### src/oem_cfg_defines.svh
// Offsets, field positions, reset values and timing counts of the OEM configuration bank
`ifndef OEM_CFG_DEFINES_SVH
`define OEM_CFG_DEFINES_SVH

`define OEM_CFG_FIVE_ADDR     8'h1A
`define OEM_CFG_SIX_ADDR      8'h1B
`define OEM_CFG_FIVE_RESET    8'h00
`define OEM_CFG_SIX_RESET     8'h00
`define PW_BASE_LOW           8'h78
`define PW_BASE_HIGH          8'h7B
`define PW_BYTES              4

`define C5_LASER_SHUTDOWN_OUTPUT_OFF_BIT       7
`define C5_LUT_OFFSET_BIT     6
`define C5_RESULT_OFFSET_BIT  5
`define C5_FAULT_POL_BIT      4
`define C5_MULTIPART_BIT      3
`define C5_PW_LOC_BIT         2
`define C5_TIMEOUT_OFF_BIT    1
`define C6_A0_OFF_BIT         7
`define C6_LIN_MSB            6
`define C6_LIN_LSB            5
`define C6_DEBOUNCE_BIT       4

`define HARD_DELIMS           {12'hE00, 12'hC00, 12'hA00, 12'h800, 12'h600, 12'h400, 12'h200}
`define DEBOUNCE_TIME_MS      5
`define CLK_FREQ_KHZ          50000
`define DEBOUNCE_CNT_W        18

`endif

### src/oem_cfg_pkg.sv
// Types shared by the OEM configuration bank
package oem_cfg_pkg;

	typedef struct packed {
		logic       wr;
		logic       rd;
		logic [7:0] addr;
		logic [7:0] data;
	} reg_req_t;

	typedef enum logic [1:0] {
		LIN_BY_TEMP    = 2'h0,
		LIN_PROG_DELIM = 2'h1,
		LIN_HARD_DELIM = 2'h2,
		LIN_RESERVED   = 2'h3
	} lin_mode_t;

	typedef logic [6:0][11:0] delim_set_t;

endpackage

### src/oem_config_control_bits.sv
// OEM configuration registers five and six and the control they steer
// Summary of operation
// RULE_01 - Shutdown bit 0 and pin in shutdown mode: transmit fault drives shutdown
// RULE_02 - Lookup offset bit 1 adds signed half-degree offset to averaging temperature
// RULE_03 - Result offset bit 1 adds signed six-bit offset to temperature result
// RULE_04 - Polarity bit 0 gives active-high transmit fault, 1 active-low
// RULE_05 - Multipart mode is on only while the multipart bit is 1
// RULE_06 - Password compared at 78h-7Bh or 7Bh-7Eh per location bit
// RULE_07 - Bus timeout active while timeout bit is 0
// RULE_08 - Base-space bit 1 makes every A0h access receive not-acknowledge
// RULE_09 - Two-bit field picks coefficients by temperature, programmable or fixed delimiters
// RULE_10 - Delimiter modes split the 12-bit receive power range into eight regions
// RULE_11 - Fixed delimiters free the delimiter memory as extra scratchpad
// RULE_12 - Debounce bit 1 rejects transmit-off glitches shorter than 5 ms
// RULE_13 - Host should enable debouncing only for a mechanical switch
// RULE_14 - Contents persist over warm resets; writes need a valid password
// RULE_15 - Undescribed bits are stored and read back unchanged
`include "oem_cfg_defines.svh"

module oem_config_control_bits
	import oem_cfg_pkg::*;
#(
	parameter logic [31:0] OEM_PASSWORD    = 32'h00000000,
	parameter int          DEBOUNCE_CYCLES = `DEBOUNCE_TIME_MS * `CLK_FREQ_KHZ
) (
	input  wire logic              clk,
	input  wire logic              resetn,
	input  wire reg_req_t          reg_req,
	output logic [7:0]             reg_rdata_q,
	input  wire logic              laser_shutdown_output_pin_mode,
	input  wire logic              fault_cond,
	output logic                   laser_shutdown_output_q,
	output logic                   transmit_fault_output_q,
	input  wire logic signed [10:0] temp_meas,
	input  wire logic signed [5:0]  temp_offset,
	output logic signed [10:0]     temp_result_q,
	output logic signed [10:0]     lut_temp_q,
	output logic                   multipart_en_q,
	output logic                   smbus_timeout_en_q,
	output logic                   a0_nack_q,
	output logic                   oem_mode_q,
	input  wire logic [11:0]       receive_power_result,
	input  wire delim_set_t        prog_delims,
	output lin_mode_t              lin_mode_q,
	output logic                   coef_by_temp_q,
	output logic [2:0]             rx_region_q,
	output logic                   scratch_extra_en_q,
	input  wire logic              transmit_off_input,
	output logic                   transmit_off_q
);

	// ==========================================================
	// Parameter checks
	if (DEBOUNCE_CYCLES < 1 || DEBOUNCE_CYCLES >= (1 << `DEBOUNCE_CNT_W)) begin : g_bad_debounce
		$error("DEBOUNCE_CYCLES out of range");
	end

	localparam logic [`DEBOUNCE_CNT_W-1:0] DEB_LAST = `DEBOUNCE_CNT_W'(DEBOUNCE_CYCLES - 1);

	function automatic logic signed [10:0] add_offset(input logic signed [10:0] meas,
			input logic signed [5:0] off, input logic en);
		logic signed [10:0] ext;
		ext = {{5{off[5]}}, off};
		add_offset = en ? 11'(meas + ext) : meas;
	endfunction

	// Delimiters ascend; region is how many of them the result has reached
	function automatic logic [2:0] region_of(input logic [11:0] val, input delim_set_t d);
		logic [2:0] n;
		n = 3'h0;
		for (int i = 0; i < 7; i++)
			if (val >= d[i])
				n = 3'(n + 3'h1);
		region_of = n;
	endfunction

	// ==========================================================
	// Register bank
	logic [7:0]       cfg5_q;
	logic [7:0]       cfg6_q;
	// Whole 78h-7Eh window kept, so moving the location needs a fresh password
	logic [6:0][7:0]  pw_q;

	wire        cfg_wr_ok = reg_req.wr && oem_mode_q;
	wire        wr_five   = cfg_wr_ok && reg_req.addr == `OEM_CFG_FIVE_ADDR;
	wire        wr_six    = cfg_wr_ok && reg_req.addr == `OEM_CFG_SIX_ADDR;
	wire [7:0]  pw_rel    = 8'(reg_req.addr - `PW_BASE_LOW);
	wire        wr_pw     = reg_req.wr && pw_rel < 8'(`PW_BASE_HIGH - `PW_BASE_LOW + `PW_BYTES);
	wire [31:0] pw_sel    = cfg5_q[`C5_PW_LOC_BIT] ? pw_q[6:3] : pw_q[3:0];
	wire [7:0]  rd_mux    = !oem_mode_q ? 8'h00 :
		reg_req.addr == `OEM_CFG_FIVE_ADDR ? cfg5_q :
		reg_req.addr == `OEM_CFG_SIX_ADDR ? cfg6_q : 8'h00;

	// Only power-on reset restores shipped values; warm resets never reach here
	always_ff @(posedge clk) begin
		if (!resetn) begin
			cfg5_q <= `OEM_CFG_FIVE_RESET;
			cfg6_q <= `OEM_CFG_SIX_RESET;
		end else begin
			if (wr_five)
				cfg5_q <= reg_req.data; // [RULE_14] [RULE_15]
			if (wr_six)
				cfg6_q <= reg_req.data; // [RULE_14] [RULE_15]
		end
	end

	always_ff @(posedge clk) begin
		if (!resetn) begin
			pw_q        <= '0;
			oem_mode_q  <= 1'b0;
			reg_rdata_q <= 8'h00;
		end else begin
			if (wr_pw)
				pw_q[pw_rel[2:0]] <= reg_req.data; // [RULE_06]
			oem_mode_q <= pw_sel == OEM_PASSWORD; // [RULE_06] [RULE_14]
			if (reg_req.rd)
				reg_rdata_q <= rd_mux;
		end
	end

	// ==========================================================
	// Fault, shutdown and bus control
	wire laser_shutdown_output_d  = laser_shutdown_output_pin_mode && !cfg5_q[`C5_LASER_SHUTDOWN_OUTPUT_OFF_BIT] && fault_cond;
	wire fault_d = fault_cond ^ cfg5_q[`C5_FAULT_POL_BIT];

	always_ff @(posedge clk) begin
		if (!resetn) begin
			laser_shutdown_output_q <= 1'b0;
			transmit_fault_output_q <= 1'b0;
			multipart_en_q          <= 1'b0;
			smbus_timeout_en_q      <= 1'b1;
			a0_nack_q               <= 1'b0;
		end else begin
			laser_shutdown_output_q <= laser_shutdown_output_d; // [RULE_01]
			transmit_fault_output_q <= fault_d; // [RULE_04]
			multipart_en_q          <= cfg5_q[`C5_MULTIPART_BIT]; // [RULE_05]
			smbus_timeout_en_q      <= !cfg5_q[`C5_TIMEOUT_OFF_BIT]; // [RULE_07]
			a0_nack_q               <= cfg6_q[`C6_A0_OFF_BIT]; // [RULE_08]
		end
	end

	// ==========================================================
	// Temperature offset
	always_ff @(posedge clk) begin
		if (!resetn) begin
			temp_result_q <= '0;
			lut_temp_q    <= '0;
		end else begin
			temp_result_q <= add_offset(temp_meas, temp_offset,
				cfg5_q[`C5_RESULT_OFFSET_BIT]); // [RULE_03]
			lut_temp_q    <= add_offset(temp_meas, temp_offset,
				cfg5_q[`C5_LUT_OFFSET_BIT]); // [RULE_02]
		end
	end

	// ==========================================================
	// Receive power linearization
	wire lin_mode_t lin_d   = lin_mode_t'(cfg6_q[`C6_LIN_MSB:`C6_LIN_LSB]);
	wire delim_set_t delims = (lin_d == LIN_HARD_DELIM) ? delim_set_t'(`HARD_DELIMS) : prog_delims;
	wire            delim_mode = lin_d == LIN_PROG_DELIM || lin_d == LIN_HARD_DELIM;

	// Reserved code selects no method: region held at zero
	always_ff @(posedge clk) begin
		if (!resetn) begin
			lin_mode_q         <= LIN_BY_TEMP;
			coef_by_temp_q     <= 1'b1;
			rx_region_q        <= 3'h0;
			scratch_extra_en_q <= 1'b0;
		end else begin
			lin_mode_q         <= lin_d; // [RULE_09]
			coef_by_temp_q     <= lin_d == LIN_BY_TEMP; // [RULE_09]
			rx_region_q        <= delim_mode ?
				region_of(receive_power_result, delims) : 3'h0; // [RULE_10]
			scratch_extra_en_q <= lin_d == LIN_HARD_DELIM; // [RULE_11]
		end
	end

	// ==========================================================
	// Transmit-off input debounce
	logic                      toff_meta_q;
	logic                      toff_sync_q;
	logic [`DEBOUNCE_CNT_W-1:0] deb_cnt_q;
	wire                       deb_en = cfg6_q[`C6_DEBOUNCE_BIT];

	// Mechanical switches only; debouncing delays a real disable by 5 ms
	always_ff @(posedge clk) begin
		if (!resetn) begin
			toff_meta_q    <= 1'b0;
			toff_sync_q    <= 1'b0;
			deb_cnt_q      <= '0;
			transmit_off_q <= 1'b0;
		end else begin
			toff_meta_q <= transmit_off_input;
			toff_sync_q <= toff_meta_q;
			if (!deb_en || toff_sync_q == transmit_off_q) begin
				deb_cnt_q <= '0;
				if (!deb_en)
					transmit_off_q <= toff_sync_q; // [RULE_12]
			end else if (deb_cnt_q == DEB_LAST) begin
				deb_cnt_q      <= '0;
				transmit_off_q <= toff_sync_q; // [RULE_12]
			end else begin
				deb_cnt_q <= `DEBOUNCE_CNT_W'(deb_cnt_q + 1'b1);
			end
		end
	end
endmodule

### config.mk
export PLATFORM = sky130hd
export DESIGN_NAME = oem_config_control_bits
export DESIGN_NICKNAME = d
export VERILOG_FILES = /design/src/oem_cfg_pkg.sv /design/src/oem_config_control_bits.sv
export VERILOG_INCLUDE_DIRS = /design/src /design/src/src
export SDC_FILE = /design/constraint.sdc
export NUM_CORES = 1
export LEC_CHECK = 0
export ABC_CLOCK_PERIOD_IN_PS = 18400
export BUFFER_PORTS_ARGS = -buffer_cell sky130_fd_sc_hd__clkbuf_2
export CELL_PAD_IN_SITES_DETAIL_PLACEMENT = 2
export CELL_PAD_IN_SITES_GLOBAL_PLACEMENT = 2
export CORE_ASPECT_RATIO = 0.8
export CORE_MARGIN = 2
export CORE_UTILIZATION = 36
export DETAILED_ROUTE_END_ITERATION = 10
export PLACE_DENSITY = 0.93
export SLEW_MARGIN = 20
export SYNTH_ARGS = -nofsm -noshare
export SYNTH_HDL_FRONTEND = slang
export SYNTH_SLANG_ARGS = --single-unit
export TNS_END_PERCENT = 50
### constraint.sdc
create_clock -name clk -period 18.4 [get_ports clk]
set_input_delay 5.52 -clock clk [delete_from_list [all_inputs] [get_ports clk]]
set_output_delay 5.52 -clock clk [all_outputs]
set_load 0.01 [all_outputs]
==> qor.yml <==
status: "complete, no violations"
rows: 51
htreeDepth: 4
ctsRootBufferMaster: "clkbuf_16"
seq_area_frac_synth_pct: 31.1
drive_gt1_share_pct: 21.4
max-slew-margin-rel_pct: 30.4
num-fill-cells: 2669
finalHoldViolations: 0
hold_class: "reg2reg"
antenna_cells: 0
synth_top_family_by_area: "simple AND/OR/NAND/NOR gates"
pin_count: 180
synth_cell_type_count: 65
whs_path_depth: 2
vias: 7901
yosysWarnings: 0
wl_per_cell_um: 22.6
grt-ovfl-total: 0
rsz0062_at_grt: "no"
synth_cells: 961
synthAdderAreaFrac_pct: 15.2
whs_ns: 0.468
synth.area.top_cells: "dfxtp_1, ha_1, mux2i_1"
antenna_left: 0
clk_latency_ns: 0.43
synth_edf_count: 0
post_cts_resized: 0
grt_pass1_vias: 9010
muxShareOfSynthArea_pct: 11.1
total_power_w: 0.000799
hold_start: "pw_q[31]"
die_h_um: 143
netlist_top_cells_count: "dfxtp_1, ha_1, nor2b_1"
synth-simple-area-share_pct: 26.2
synth.top_cell.area_share_pct: 31.1
p_leak_nw: 4.74
area_growth_pct: 19.9
critPathKind: "in2reg"
gp_congestion: 0.863
placed_cell_area_um2: 9910
cts.sinks: 136
start_kind: "primary input"
dieArea_um2: 25600
die_w_um: 178
drt_wl_total_mm: 32.7
drv_slew: 0
cp_max_fo: 7
crit_required_ns: 18.75
fin_setup_tns_ns: 0
synth_xor_area_share_pct: 3.50
rrSetupSlack_ns: 11.58
io_buffer_count: 179
postLayoutCellArea_um2: 10500
rr_worst_depth: 30
synth_compound_area_share_pct: 9.96
final.min_clock_period_ns: 10.79
synth-async-reset-ratio_pct: 0
cp.arrival_ns: 11.14
cts_tree: "built"
synth.avg_cell_area_um2: 9.11
vias_per_cell: 5.45
drtIter0Drc: 271
timing.rr.end: "rx_region_q[2]"
maxCapViolCount: 0
hold_buffers: 0
timing.rr.start: "cfg6_q[5]"
ir_drop_uv: 61.1
end_kind: "register"
clock_skew_ns: 0.00739
max_freq_mhz: 92.7
cts_made_buffers: 17
power.density_nw_per_um2: 76.1
antenna_found_initial: 0
synth.most_common_cell: "dfxtp_1"
clkTransAtPathRegs_ns: 0.06
grt_pass1_wl_mm: 50.7
synth_flop_cell: "dfxtp_1"
hpwl_mm: 23.3
synth_fp_nets: 1203
min_period_over_period_pct: 58.6
dr.pass1.iters: 4
track_usage_pct: 25.8
cts_setup_buffers: 0
fin_util_pct: 43.5
fin_nets: 1360
synth-seq-cells: 136
syn_area_um2: 8760
seqCellArea_um2: 2720
tightest_slew_ns: 1.04
setup_viol: 0
synth_area_leader_cell: "dfxtp_1"
grt_max_degree: 125
multi_input_area_um2: 5790
clockBufferDepth: 2
route.detailed.drc: 0
start_util_pct: 36.3
core-area_um2: 24100
min_to: "pw_q[31]"
critical path, stage by stage:
cell,delay [ns]
clkbuf_2,0.08
inv_1,0.24
ha_1,0.29
nand2b_1,0.15
a21o_1,0.17
a21o_1,0.17
a21oi_1,0.18
nor2b_1,0.08
o21ai_0,0.23
a21oi_1,0.12
a41oi_1,0.30
ha_1,0.37
nor3_4,0.29
nor2_4,0.05
ha_1,0.33
nor2b_1,0.17
mux2i_1,0.25
o21a_1,0.20
ha_1,0.25
mux2_2,0.27
ha_1,0.24
nand4_1,0.12
nand2_1,0.06
a41oi_1,0.20
xnor3_1,0.36
or2_2,0.28
mux2i_1,0.16
layer usage:
metal,vias up,global-route usage [%],routed length [um]
met2,208,46.0,16100
li1,3687,-,-
met3,78,5.05,1420
met5,-,0,0
met4,0,9.54,1030
met1,3928,30.7,14100
placed cells by master, fill, tap and decap left out, types with 28 or more instances in the layout:
cell and n:
nand3_1 35, ha_1 104, dfxtp_1 136, nor2b_1 97, nor2_1 60, nand2b_1 80
clkbuf_2 178, o21ai_0 28, nand2_1 42, mux2i_1 86
final cells by class:
| cell class | instances | area share [%] |
|---|---|---|
| Multi-Input combinational cell | 759 | 55.1 |
| Clock inverter | 9 | 0.846 |
| Inverter | 21 | 0.751 |
| Timing Repair Buffer | 183 | 8.82 |
| Clock buffer | 23 | 4.74 |
| Tap cell | 318 | 3.79 |
| Sequential cell | 136 | 25.9 |
worst max-delay path by stage:
stage | start | endpoint | slack [ns] | cells past startpoint
after floorplan | receive_power_result[0] | rx_region_q[2] | 8.20 | 26
after global placement | receive_power_result[0] | rx_region_q[2] | 7.68 | 27
after detailed placement | receive_power_result[0] | rx_region_q[2] | 7.24 | 27
final | receive_power_result[0] | rx_region_q[2] | 7.61 | 27
after global routing | receive_power_result[0] | rx_region_q[2] | 7.28 | 28
after CTS | receive_power_result[0] | rx_region_q[2] | 7.62 | 27
cell families after synthesis:
group           after synthesis
mux                          96
compound gates              125
simple gates                402
buf+inv                      66
flops                       136
xor+xnor                     30
fa+ha+maj                   106
power by group:
group          internal [W]  switching (W)  leakage [nW]
Clock              0.000204       0.000139         0.282
Combinational     0.0000679      0.0000878          3.36
Sequential         0.000298     0.00000147          1.10
Total              0.000570       0.000228          4.74
registers in the layout, summed over array words and instances, names as in the netlist:
register / cells
smbus_timeout_en_q: 1
transmit_fault_output_q: 1
transmit_off_q: 1
cfg5_q: 8
laser_shutdown_output_q: 1
rx_region_q: 3
multipart_en_q: 1
pw_q: 56
lin_mode_q: 2
oem_mode_q: 1
reg_rdata_q: 8
temp_result_q: 11
coef_by_temp_q: 1
lut_temp_q: 11
toff_sync_q: 1
a0_nack_q: 1
cfg6_q: 8
scratch_extra_en_q: 1
toff_meta_q: 1
deb_cnt_q: 18
per-stage QoR:
stage / instances / setup slack [ns]
6_report: 1449 / 7.61
5_1_grt: 1449 / 7.28
4_1_cts: 1449 / 7.62
3_5_place_dp: 1417 / 7.24
3_3_place_gp: 1417 / 7.68
2_1_floorplan: 961 / 8.20
No activity file was read; power rests on OpenSTA's default activity.
